===== src/bias_config_pkg.sv =====
/*
  Shared constants for the bias configuration register bank: register
  offsets, field positions, factory defaults and the start-up delay step.
  Assumes a 250 MHz core clock and a byte-wide register access port.
*/
`default_nettype none

package bias_config_pkg;

  // ----------------------------------------------------------------------
  // register offsets
  // ----------------------------------------------------------------------
  localparam logic [7:0] MISC_CONFIGURATION_OFS = 8'h00;
  localparam logic [7:0] LOGIC_REGULATOR_LEVEL_OFS = 8'h01;
  localparam logic [7:0] LOGIC_REGULATOR_STARTUP_DELAY_OFS = 8'h02;

  // ----------------------------------------------------------------------
  // field positions of the configuration register
  // ----------------------------------------------------------------------
  localparam int ANALOG_RAILS_DISABLE_BIT = 7;
  localparam int DISCHARGE_INHIBIT_BIT = 3;
  localparam int WRITE_PROTECT_ENABLE_BIT = 2;
  localparam int DIMMING_SELECT_BIT = 1;
  localparam int RESET_THRESHOLD_SELECT_BIT = 0;

  // ----------------------------------------------------------------------
  // factory defaults and field widths
  // ----------------------------------------------------------------------
  localparam logic [7:0] MISC_CONFIGURATION_RST = 8'h02;
  localparam int LEVEL_WIDTH = 2;
  localparam logic [1:0] LOGIC_REGULATOR_LEVEL_RST = 2'h3;
  localparam int DELAY_WIDTH = 4;
  localparam logic [3:0] LOGIC_REGULATOR_STARTUP_DELAY_RST = 4'h2;

  // ----------------------------------------------------------------------
  // start-up delay timing
  // ----------------------------------------------------------------------
  localparam int CLK_PERIOD_NS = 4;
  localparam int DELAY_STEP_MS = 5;
  localparam int DELAY_STEP_CYCLES = (DELAY_STEP_MS * 1000000) / CLK_PERIOD_NS;

  // sequencing states
  typedef enum logic [2:0] {
    SEQ_LOAD = 3'h1,
    SEQ_WAIT = 3'h2,
    SEQ_RUN = 3'h4
  } seq_state_t;

endpackage

`default_nettype wire


===== src/bias_config_regs.sv =====
/*
  Byte-wide configuration register bank with start-up sequencing of the
  logic regulator. Holds the configuration, regulator level and regulator
  start-up delay registers and drives their control outputs.
  Assumes a bus protocol engine on the same clock that presents one-cycle
  write and read strobes, and a nonvolatile loader that offers saved
  values with a load strobe and takes the save image from SAVE_DATA_O.
*/
`default_nettype none

// What this block does
// - The rail-disable bit 7 lives only in volatile storage and is masked out of the save image.
// - With rail-disable at 1 both boost converters and the charge pump are switched off.
// - Rail-disable is cleared at every power-up so the converters start enabled.
// - Configuration bit 3 at 1 disables the first boost converter's active discharge.
// - With bit 2 at 1 the interface answers only while the write-protect pin is low.
// - Configuration bit 1 selects direct (0) or phase-shifted (1) dimming.
// - Configuration bit 0 selects the undervoltage (0) or detect (1) reset threshold.
// - All eight configuration bits are read/write with a default of 02h.
// - Level register bits 7 to 2 drop write data and read as zero.
// - Level bits 1 to 0 pick 1.0, 1.2, 1.89 or 2.5 V and default to 3h.
// - Delay register holds a 4-bit field defaulting to 2h, upper bits read zero.
// - The delay code gives 5 ms per step from supply-good to regulator start.
module bias_config_regs #(
  parameter int STEP_CYCLES = bias_config_pkg::DELAY_STEP_CYCLES
) (
  input wire logic CLK_I,
  input wire logic RESET_N_I,
  input wire logic WRITE_PROTECT_N_I,
  input wire logic SUPPLY_GOOD_I,
  input wire logic WR_EN_I,
  input wire logic RD_EN_I,
  input wire logic [7:0] ADDR_I,
  input wire logic [7:0] WDATA_I,
  input wire logic NV_LOAD_I,
  input wire logic [7:0] NV_CONFIG_I,
  input wire logic [7:0] NV_LEVEL_I,
  input wire logic [7:0] NV_DELAY_I,
  output logic [7:0] RDATA_O,
  output logic RDATA_VALID_O,
  output logic BUS_ACTIVE_O,
  output logic [7:0] SAVE_DATA_O,
  output logic BOOST1_ENABLE_O,
  output logic BOOST2_ENABLE_O,
  output logic CHARGE_PUMP_ENABLE_O,
  output logic DISCHARGE_INHIBIT_O,
  output logic DIMMING_SELECT_O,
  output logic RESET_THRESHOLD_SELECT_O,
  output logic [1:0] LEVEL_SELECT_O,
  output logic REGULATOR_ENABLE_O
);

  // ----------------------------------------------------------------------
  // reset release and pin synchronisers
  // ----------------------------------------------------------------------
  logic rst_meta_reg, rst_n;
  logic [1:0] wp_sync_reg, good_sync_reg;
  logic wp_n, supply_good;

  // reset asserts at once but releases two edges later
  always_ff @(posedge CLK_I or negedge RESET_N_I) begin
    if (!RESET_N_I) begin
      rst_meta_reg <= 1'b0;
      rst_n <= 1'b0;
    end else begin
      rst_meta_reg <= 1'b1;
      rst_n <= rst_meta_reg;
    end
  end

  // pins come from outside the clock domain
  always_ff @(posedge CLK_I or negedge rst_n) begin
    if (!rst_n) begin
      wp_sync_reg <= 2'h3;
      good_sync_reg <= 2'h0;
    end else begin
      wp_sync_reg <= {wp_sync_reg[0], WRITE_PROTECT_N_I};
      good_sync_reg <= {good_sync_reg[0], SUPPLY_GOOD_I};
    end
  end
  assign wp_n = wp_sync_reg[1];
  assign supply_good = good_sync_reg[1];

  // ----------------------------------------------------------------------
  // register storage
  // ----------------------------------------------------------------------
  logic [7:0] config_reg, config_next;
  logic [1:0] level_reg, level_next;
  logic [3:0] delay_reg, delay_next;
  logic [7:0] rdata_reg, rdata_next;
  logic rvalid_reg, rvalid_next;
  logic active_reg, active_next;
  logic [7:0] save_reg, save_next;
  logic access_ok;

  // write protect gates every host access
  assign access_ok = !config_reg[bias_config_pkg::WRITE_PROTECT_ENABLE_BIT] || !wp_n;

  // next register values; a loader strobe wins over a host write
  always_comb begin
    config_next = config_reg;
    level_next = level_reg;
    delay_next = delay_reg;
    rvalid_next = 1'b0;
    rdata_next = rdata_reg;
    if (NV_LOAD_I) begin
      // rail-disable is forced to 0 on load, whatever the saved image carries
      config_next = {1'b0, NV_CONFIG_I[6:0]};
      level_next = NV_LEVEL_I[1:0];
      delay_next = NV_DELAY_I[3:0];
    end else if (WR_EN_I && access_ok) begin
      case (ADDR_I)
        bias_config_pkg::MISC_CONFIGURATION_OFS: config_next = WDATA_I;
        bias_config_pkg::LOGIC_REGULATOR_LEVEL_OFS: level_next = WDATA_I[1:0];
        bias_config_pkg::LOGIC_REGULATOR_STARTUP_DELAY_OFS: delay_next = WDATA_I[3:0];
        default: ;
      endcase
    end
    if (RD_EN_I && access_ok) begin
      rvalid_next = 1'b1;
      case (ADDR_I)
        bias_config_pkg::MISC_CONFIGURATION_OFS: rdata_next = config_reg;
        bias_config_pkg::LOGIC_REGULATOR_LEVEL_OFS: rdata_next = {6'h00, level_reg};
        bias_config_pkg::LOGIC_REGULATOR_STARTUP_DELAY_OFS: rdata_next = {4'h0, delay_reg};
        default: rdata_next = 8'h00;
      endcase
    end
    active_next = access_ok;
    // rail-disable masked out of the save image
    save_next = config_next & ~(8'h01 << bias_config_pkg::ANALOG_RAILS_DISABLE_BIT);
  end

  always_ff @(posedge CLK_I or negedge rst_n) begin
    if (!rst_n) begin
      config_reg <= bias_config_pkg::MISC_CONFIGURATION_RST;
      level_reg <= bias_config_pkg::LOGIC_REGULATOR_LEVEL_RST;
      delay_reg <= bias_config_pkg::LOGIC_REGULATOR_STARTUP_DELAY_RST;
      rdata_reg <= 8'h00;
      rvalid_reg <= 1'b0;
      active_reg <= 1'b1;
      save_reg <= bias_config_pkg::MISC_CONFIGURATION_RST;
    end else begin
      config_reg <= config_next;
      level_reg <= level_next;
      delay_reg <= delay_next;
      rdata_reg <= rdata_next;
      rvalid_reg <= rvalid_next;
      active_reg <= active_next;
      save_reg <= save_next;
    end
  end

  // ----------------------------------------------------------------------
  // control outputs, registered from the fields
  // ----------------------------------------------------------------------
  logic rails_on_reg, dis_reg, dim_reg, thr_reg;
  logic [1:0] lvl_out_reg;

  always_ff @(posedge CLK_I or negedge rst_n) begin
    if (!rst_n) begin
      rails_on_reg <= 1'b1;
      dis_reg <= 1'b0;
      dim_reg <= 1'b1;
      thr_reg <= 1'b0;
      lvl_out_reg <= bias_config_pkg::LOGIC_REGULATOR_LEVEL_RST;
    end else begin
      rails_on_reg <= !config_reg[bias_config_pkg::ANALOG_RAILS_DISABLE_BIT];
      dis_reg <= config_reg[bias_config_pkg::DISCHARGE_INHIBIT_BIT];
      dim_reg <= config_reg[bias_config_pkg::DIMMING_SELECT_BIT];
      thr_reg <= config_reg[bias_config_pkg::RESET_THRESHOLD_SELECT_BIT];
      lvl_out_reg <= level_reg;
    end
  end

  // ----------------------------------------------------------------------
  // regulator start-up sequencer
  // ----------------------------------------------------------------------
  bias_config_pkg::seq_state_t seq_reg, seq_next;
  logic [31:0] tick_reg, tick_next;
  logic [3:0] steps_reg, steps_next;
  logic reg_en_reg, reg_en_next;

  // one load cycle lets any nonvolatile reload settle before counting
  always_comb begin
    seq_next = seq_reg;
    tick_next = tick_reg;
    steps_next = steps_reg;
    reg_en_next = reg_en_reg;
    case (seq_reg)
      bias_config_pkg::SEQ_LOAD: begin
        tick_next = 32'h0;
        steps_next = 4'h0;
        reg_en_next = 1'b0;
        if (supply_good && !NV_LOAD_I) begin
          seq_next = bias_config_pkg::SEQ_WAIT;
        end
      end
      bias_config_pkg::SEQ_WAIT: begin
        if (!supply_good) begin
          seq_next = bias_config_pkg::SEQ_LOAD;
        end else if (steps_reg == delay_reg) begin
          reg_en_next = 1'b1;
          seq_next = bias_config_pkg::SEQ_RUN;
        end else if (tick_reg == 32'(STEP_CYCLES - 1)) begin
          tick_next = 32'h0;
          steps_next = steps_reg + 4'h1;
        end else begin
          tick_next = tick_reg + 32'h1;
        end
      end
      bias_config_pkg::SEQ_RUN: begin
        // supply loss drops the regulator and restarts the delay
        if (!supply_good) begin
          reg_en_next = 1'b0;
          seq_next = bias_config_pkg::SEQ_LOAD;
        end
      end
      default: seq_next = bias_config_pkg::SEQ_LOAD;
    endcase
  end

  always_ff @(posedge CLK_I or negedge rst_n) begin
    if (!rst_n) begin
      seq_reg <= bias_config_pkg::SEQ_LOAD;
      tick_reg <= 32'h0;
      steps_reg <= 4'h0;
      reg_en_reg <= 1'b0;
    end else begin
      seq_reg <= seq_next;
      tick_reg <= tick_next;
      steps_reg <= steps_next;
      reg_en_reg <= reg_en_next;
    end
  end

  assign RDATA_O = rdata_reg;
  assign RDATA_VALID_O = rvalid_reg;
  assign BUS_ACTIVE_O = active_reg;
  assign SAVE_DATA_O = save_reg;
  assign BOOST1_ENABLE_O = rails_on_reg;
  assign BOOST2_ENABLE_O = rails_on_reg;
  assign CHARGE_PUMP_ENABLE_O = rails_on_reg;
  assign DISCHARGE_INHIBIT_O = dis_reg;
  assign DIMMING_SELECT_O = dim_reg;
  assign RESET_THRESHOLD_SELECT_O = thr_reg;
  assign LEVEL_SELECT_O = lvl_out_reg;
  assign REGULATOR_ENABLE_O = reg_en_reg;
endmodule // bias_config_regs

`default_nettype wire


===== config.mk =====
export PLATFORM = sky130hd
export DESIGN_NAME = bias_config_regs
export DESIGN_NICKNAME = d
export VERILOG_FILES = /design/src/bias_config_pkg.sv /design/src/bias_config_regs.sv
export SDC_FILE = /design/constraint.sdc
export NUM_CORES = 1
export LEC_CHECK = 0
export ABC_AREA = 1
export BUFFER_PORTS_ARGS = -buffer_cell sky130_fd_sc_hd__clkbuf_2
export CAP_MARGIN = 20
export CORE_MARGIN = 2
export CORE_UTILIZATION = 56
export DETAILED_ROUTE_END_ITERATION = 6
export MAX_ROUTING_LAYER = met4
export PLACE_DENSITY_LB_ADDON = 0.05
export SETUP_SLACK_MARGIN = 0.05
export SLEW_MARGIN = 10
export SYNTH_ARGS = -nofsm -noshare
export SYNTH_HDL_FRONTEND = slang
export SYNTH_SLANG_ARGS = --single-unit

===== constraint.sdc =====
create_clock -name CLK_I -period 2.8 [get_ports CLK_I]
set_clock_uncertainty 0.05 [all_clocks]
set_input_delay 0.56 -clock CLK_I [delete_from_list [all_inputs] [get_ports CLK_I]]
set_output_delay 0.56 -clock CLK_I [all_outputs]
set_load 0.05 [all_outputs]

[Word-level counts from Yosys, hierarchy flattened]
Cells that the tools add are included.
Word-level totals
  bits in registers: 76
  input bits: 47
  output and inout bits: 27
  word-level logic and storage cells: 86
Cells by class
  $add $sub $neg: 2
  equal/unequal tests: 14
  muxes and demuxes: 28
  reductions and logical operators: 22
Operators by type and width (count)
  $mux W32: 3
  $pmux W32 S2: 1
  $add A32 B1 Y32 const B: 1
  $eq A32 B21 Y1 const B: 1
  $mux W4: 6
  $mux W8: 3
  $pmux W8 S3: 1
  $mux W3: 4
  $ne A2 B2 Y1 const B: 6
  $reduce_bool A2 Y1: 5
  $pmux W3 S3: 1
  $eq A8 B1 Y1 const B: 1
  $eq A8 B2 Y1 const B: 1
  $logic_not A8 Y1: 1
  $pmux W4 S2: 1
  $reduce_and A4 Y1: 2
  $mux W2: 3
  $reduce_and A2 Y1: 3
  $reduce_and A3 Y1: 2
  $add A4 B1 Y4 const B: 1
  $eq A4 B4 Y1: 1
  $logic_not A1 Y1: 4
  $mux W1: 4
  $eq A3 B1 Y1 const B: 1
  7 further kinds: 9

[Logic depth before layout (Yosys ltp)]
Gate-level depths: netlist of run 1.
  depth after elaboration: 5
  mapped depth: 12
  gate-level depth less buffers: 11

[Least setup slack after synthesis of run 1]
OpenSTA, ideal clock, no wires.
  path kind: register -> register
  start: register tick_reg[0]
  end: register steps_reg[1]
  setup time: 0.117 ns
  data arrival time: 1.493 ns
  required time: 2.633 ns
  setup slack: 1.140 ns
  cell stages (with the launch flop): 12
  path buffers: 1
  period minus slack after synthesis: 1.660 ns
  path through: dfrtp_1 ha_1 nand2_2 nor2_8 nand3_2 nor2_2 nand2_2 nand2_2 nand2_2 buf_6 nand2_2 o21ai_2
Between the ends
  cells in the longest elaborated chain, start to end: 3
Ends and longest elaborated chain
  start, declared: RTL line bias_config_regs.sv:179  | logic [31:0] tick_reg, tick_next;
  start signal, assigned: RTL line bias_config_regs.sv:230  | tick_reg <= tick_next;
  $eq A32 B21 Y1: RTL line bias_config_regs.sv:204  | end else if (tick_reg == 32'(STEP_CYCLES - 1)) begin
  $ne A2 B2 Y1 (no source line)
  $reduce_and A4 Y1 (no source line)
  end signal, assigned: RTL line bias_config_regs.sv:231  | steps_reg <= steps_next;
  end, declared: RTL line bias_config_regs.sv:180  | logic [3:0] steps_reg, steps_next;
Every way passes these cells.
A chain may end at the register's enable or synchronous reset.

[Worst setup path after layout of run 1]
  start: register delay_reg[1]
  end: register steps_reg[2]
Between the ends
  cells in the longest elaborated chain, start to end: 3
Ends and longest elaborated chain
  start, declared: RTL line bias_config_regs.sv:89  | logic [3:0] delay_reg, delay_next;
  start signal, assigned: RTL line bias_config_regs.sv:137  | delay_reg <= bias_config_pkg::LOGIC_REGULATOR_STARTUP_DELAY_RST;
  start signal, assigned: RTL line bias_config_regs.sv:145  | delay_reg <= delay_next;
  $eq A4 B4 Y1: RTL line bias_config_regs.sv:201  | end else if (steps_reg == delay_reg) begin
  $ne A2 B2 Y1 (no source line)
  $reduce_and A4 Y1 (no source line)
Every way passes these cells.

==> impl_metrics.py, run 1 <==
metrics = {
    "sta": {
        "finalSetupViolCount": 0,
        "fin_ws_ns": 0.668,
        "finalHoldViolCount": 0,
        "slew_violations": 0,
        "worst_slew_pin_slew_ns": 0.952,
        "fin_crit_sh_pct": 76.1,
        "rsz0062_at_grt": "false",
        "maxSlewHeadroom_pct": 36.5,
        "fmax_ghz": 0.469,
        "tns_ns": 0,
        "min_period_ns": 2.13,
    },
    "worst_setup_path": {
        "crit_path_top_delay_cell": "dfstp_2",
        "cp_max_fo": 42,
        "crit_top_cell": "nand2_1",
        "cp-end-kind": "flop",
        "worstReg2RegStart": "delay_reg[1]",
        "worst_ep_required_time_ns": 2.98,
        "arrival_ns": 2.31,
        "cp_top_family": "simple AND/OR/NAND/NOR gates",
        "crit_chain": "nand2_1 -> inv_1 -> nor2_1 -> nor2_1 -> nand2_1 -> nand2_2 -> nand2_4 -> nand2_2 -> clkinv_1 -> nand2_1 -> o21ai_0",
        "rrSetupSlack_ns": 0.67,
        "critPathLaunch": "delay_reg[1]",
        "critical_path_class": "reg2reg",
        "critPathMaxStageDelay_ns": 0.57,
        "start_kind": "flop",
        "critPathBufInv": 2,
    },
    "power": {
        "max-vdd-ir-drop_uv": 368,
        "p_switching_mw": 1.02,
        "comb_power_share_pct": 21.8,
        "switching_share_pct": 34.7,
        "p_leak_nw": 2.34,
        "intPower_mw": 1.93,
        "power_frac_clock_pct": 35.6,
        "seq_power_share_pct": 42.6,
        "p_per_area_nw_per_um2": 619,
    },
    "synthesis": {
        "synth_flop_cell": "dfrtp_1",
        "ys_types": 39,
        "syn_nets": 622,
        "synth.cell_area_sq_um": 4200,
        "ys_async_sr_fraction_pct": 100,
        "ys_seq_elements": 76,
        "netlist_instances": 573,
        "seq_area_frac_synth_pct": 45.7,
        "ys_warn_count": 0,
        "synth-edff-count": 0,
        "syn_area_per_cell_sq_um": 7.32,
    },
    "cells_and_area": {
        "diodes": 0,
        "largest_register_ffs": 32,
        "finalInstanceArea_sq_um": 4770,
        "nets": 677,
        "drive_gt1_share_pct": 17.5,
        "mostFrequentLayoutCell": "nand2_1",
        "final_cell_mix": "nand2_1 (180), nor2_1 (83), dfrtp_1 (63)",
        "post-route-util_pct": 65.8,
        "area_growth_pct": 13.7,
    },
    "grt": {
        "antenna_found_initial": 0,
        "grt_overflow": 0,
        "grt_pass1_wl_mm": 17.1,
        "grt_pass1_vias": 3774,
        "grt_max_degree": 75,
        "track_usage_pct": 26.5,
    },
    "clocking": {
        "root_buffer": "clkbuf_8",
        "cts_buffer_depth": 2,
        "cts_repair_resize_count": 0,
        "clock_latency_ns": 0.35,
        "cts_max_level": 3,
        "cts_sinks": 76,
        "cts_buffers": 9,
        "cts_tree": "yes",
        "cts.clk_slew.worst_paths_ns": 0.08,
    },
    "die": {
        "core_area_sq_um": 7250,
        "die_y_um": 90.6,
        "ios": 74,
        "floorplan.initialDensity_pct": 57.8,
        "die-area_sq_um": 8200,
        "die_w_um": 90.6,
        "placementRows": 31,
    },
    "placed_design": {
        "dp_worst_setup_slack_ns": 0.669,
        "numPortBuffers": 61,
        "place_area_sq_um": 4510,
        "gp_congestion": 1.03,
        "hpwlAfterDp_mm": 7.26,
    },
    "routing": {
        "drtPass1Iterations": 6,
        "wl_per_cell_um": 13.5,
        "wl_met1_mm": 4.35,
        "antenna_left": 0,
        "drt-initial-drc-count": 242,
        "route.detailed.drc": 0,
        "vias": 3814,
        "viasPerCell": 5.21,
        "top_layer": "met4",
        "dr_wl_met2_mm": 4.83,
        "dr_wl_met3_um": 461,
        "routed_wl_mm": 9.91,
    },
    "outcome": {
        "outcome": "finished clean",
    },
    "min_path": {
        "min_from": "WRITE_PROTECT_N_I",
        "hold_class": "in2reg",
    },
    "job": {
        "cap_violations": 0,
    },
}
==> cell families after synthesis <==
group           count (synthesis)  synth area share, %
fa+ha+maj                       2                0.596
xor+xnor                       11                 2.30
flops                          76                 45.7
simple gates                  334                 33.9
buf+inv                        80                 8.44
compound gates                 68                 8.89
other cells                     2                0.179
==> Yosys cell counts (all sizes together) (5+ instances only) <==
master / number / area (sq um)
a21oi: 11 / 55.1
buf: 16 / 114
dfrtp: 64 / 1600
dfstp: 12 / 315
inv: 58 / 218
nand2: 187 / 724
nand3: 32 / 170
nand4: 17 / 113
nor2: 86 / 344
nor3: 5 / 25.0
o21ai: 44 / 224
xor2: 9 / 78.8
==> what timing repair did <==
item / in CTS / in global routing
setup buffers: 0 / 0
endpoints found under the setup margin: 0 / 0
hold buffers: 1 / 0
endpoints found under the hold margin: 2 / 0
==> power groups by stage <==
stage	clock network (mW)	registers [mW]	logic [mW]
2_1_floorplan	0	1.31	0.507
3_3_place_gp	0	1.28	0.631
3_5_place_dp	0	1.28	0.644
4_1_cts	1.06	1.26	0.648
5_1_grt	1.11	1.28	0.714
6_report	1.05	1.26	0.644
==> routing by layer <==
metal / vias up / GRT usage, %
met4: 0 / 10.0
met5: - / -
met2: 126 / 45.0
met3: 24 / 3.67
li1: 1929 / -
met1: 1735 / 32.4
==> cell type report <==
type / instances / area (sq um)
repair buffers: 64 / 330
inverters: 60 / 225
flip-flops and latches: 76 / 1920
fillers: 671 / 2480
clock inverters: 7 / 124
well taps: 99 / 124
clock buffers: 9 / 124
multi-input cells: 417 / 1920
==> worst paths after layout <==
path,endpoint,cells after the start
max,steps_reg[2],11
min,wp_sync_reg[0],1
max reg2reg,steps_reg[2],11
min reg2reg,wp_sync_reg[1],0
max in group asynchronous,tick_reg[22],0
min in group asynchronous,good_sync_reg[0],0
==> per-stage QoR <==
step           hold WS (ns)  power (mW)  std cells
5_1_grt               0.222        3.10        732
3_5_place_dp          0.294        1.93        715
2_1_floorplan         0.214        1.81        573
4_1_cts               0.229        2.97        732
3_3_place_gp          0.284        1.91        715
6_report              0.239        2.95        732
==> worst register-to-register path: stages (launching register included) <==
cell,delay [ns]
dfstp_2,0.57
nand2_1,0.05
inv_1,0.05
nor2_1,0.03
nor2_1,0.09
nand2_1,0.11
nand2_2,0.13
nand2_4,0.26
nand2_2,0.33
clkinv_1,0.20
nand2_1,0.08
o21ai_0,0.08
Power figures use the tool's default switching activity.
==> run 2, diff against run 1 <==
- clock period: 2.8 -> 2 ns (I/O delays scaled with it)
==> impl_metrics.py, run 2 (synthesis results as in run 1) <==
metrics = {
    "sta": {
        "fin_crit_sh_pct": 89.6,
        "min_period_ns": 1.79,
        "fmax_ghz": 0.558,
        "maxSlewHeadroom_pct": 55.1,
        "finalSetupViolCount": 0,
        "slew_violations": 0,
        "whs_ns": 0.0838,
        "fin_ws_ns": 0.208,
        "rsz0062_at_grt": "false",
        "worst_slew_pin_slew_ns": 0.673,
        "tns_ns": 0,
        "finalHoldViolCount": 0,
    },
    "worst_setup_path": {
        "start_kind": "flop",
        "arrival_ns": 1.97,
        "worstReg2RegStart": "tick_reg[0]",
        "crit_top_cell": "nand2_2",
        "crit_chain": "ha_1 -> nand2_2 -> nor2_8 -> nand3_2 -> nor2_2 -> nand2_2 -> nand2_2 -> nor2_1 -> buf_4 -> nand2_1 -> o21ai_0",
        "r2r_cells": 11,
        "critical_path_class": "reg2reg",
        "critPathLaunch": "tick_reg[0]",
        "r2r_end": "tick_reg[30]",
        "critPathMaxStageDelay_ns": 0.38,
        "cp-end-kind": "flop",
        "worst_ep_required_time_ns": 2.18,
        "crit_path_top_delay_cell": "dfrtp_1",
        "cp_max_fo": 8,
        "rrSetupSlack_ns": 0.21,
    },
    "die": {
        "die-area_sq_um": 8200,
        "core_area_sq_um": 7250,
        "die_w_um": 90.6,
        "ios": 74,
        "die_y_um": 90.6,
        "floorplan.initialDensity_pct": 57.8,
        "placementRows": 31,
    },
    "clocking": {
        "cts_tree": "yes",
        "cts_buffers": 9,
        "cts.clk_slew.worst_paths_ns": 0.08,
        "clock_latency_ns": 0.34,
        "cts_buffer_depth": 2,
        "cts_max_level": 3,
        "cts_sinks": 76,
        "root_buffer": "clkbuf_8",
    },
    "routing": {
        "drtPass1Iterations": 5,
        "wl_per_cell_um": 13.6,
        "drt-initial-drc-count": 211,
        "antenna_left": 0,
        "vias": 3961,
        "route.detailed.drc": 0,
        "routed_wl_mm": 10.0,
        "viasPerCell": 5.35,
    },
    "grt": {
        "grt_pass1_vias": 3858,
        "grt_max_degree": 41,
        "grt_pass1_wl_mm": 16.9,
        "grt_util_met3_pct": 4.09,
        "track_usage_pct": 26.2,
        "met1_usage_pct": 30.2,
        "antenna_found_initial": 0,
        "grt_overflow": 0,
        "use_met2_pct": 43.8,
        "busiest_layer": "met2",
    },
    "min_path": {
        "holdPathStages": 1,
        "hold_class": "in2reg",
        "min_from": "WRITE_PROTECT_N_I",
        "hold_end": "wp_sync_reg[0]",
    },
    "cells_and_area": {
        "final_cell_mix": "nand2_1 (180), nor2_1 (83), dfrtp_1 (63)",
        "nets": 686,
        "drive_gt1_share_pct": 18.7,
        "largest_register_ffs": 32,
        "post-route-util_pct": 66.4,
        "area_growth_pct": 14.8,
        "mostFrequentLayoutCell": "nand2_1",
        "diodes": 0,
        "fillers": 647,
    },
    "job": {
        "cap_violations": 0,
    },
    "outcome": {
        "outcome": "finished clean",
    },
    "power": {
        "p_per_area_nw_per_um2": 804,
        "total_power_mw": 3.87,
        "max-vdd-ir-drop_uv": 556,
        "p_leak_nw": 2.36,
    },
    "placed_design": {
        "dp_worst_setup_slack_ns": 0.152,
        "hpwlAfterDp_mm": 7.61,
        "gp_congestion": 0.998,
        "numPortBuffers": 61,
    },
}
run 2: stage by stage:
| stage | instance area (sq um) | std cells |
|---|---|---|
| 6_report | 4820 | 741 |
| 5_1_grt | 4820 | 741 |
| 4_1_cts | 4810 | 741 |
| 3_5_place_dp | 4620 | 724 |
| 3_3_place_gp | 4620 | 724 |
| 2_1_floorplan | 4200 | 573 |
run 2: worst max path at each step:
stage | endpoint | cells past startpoint | slack, ns
6_report | tick_reg[30] | 11 | 0.21
3_3_place_gp | steps_reg[2] | 11 | 0.19
2_1_floorplan | steps_reg[1] | 11 | 0.34
3_5_place_dp | steps_reg[2] | 11 | 0.15
4_1_cts | steps_reg[2] | 11 | 0.14
5_1_grt | tick_reg[23] | 9 | 0.08
run 2: layout make-up:
class                           instances  area (sq um)  share of cell area (%)
Clock buffer                           12           155                    3.22
Clock inverter                          4          25.0                   0.520
Inverter                               60           229                    4.75
Multi-Input combinational cell        417          1930                    40.1
Sequential cell                        76          1920                    39.8
Tap cell                               99           124                    2.57
Timing Repair Buffer                   73           435                    9.04
run 2: repair_timing:
action / CTS / global route
hold buffers: 1 / 0
gates resized for setup: 0 / 2
setup buffers: 0 / 0
endpoints found under the setup margin: 0 / 5
endpoints found under the hold margin: 2 / 0
run 2: where the power goes:
part / leakage, nW / switching [mW] / internal [mW] / total [mW]
clock network: 0.0884 / 0.576 / 0.515 / 1.09
registers: 0.982 / 0.0927 / 1.66 / 1.75
logic: 1.29 / 0.740 / 0.293 / 1.03
run 2: per-layer routing:
metal  routed length, um  part of all wire, %
met1                4130                   41
met2                4840                   48
met3                 662                  6.6
met4                 415                  4.1
met5                   0                    0
run 2: critical path, delay by kind of cell (launching register included):
kind | cells | cell delay [ns]
adder cells (fa/ha/maj) | 1 | 0.19
AO/OA/AOI/OAI | 1 | 0.06
AND/OR/NAND/NOR | 8 | 0.82
buffers and inverters | 1 | 0.16
flip-flops | 1 | 0.38
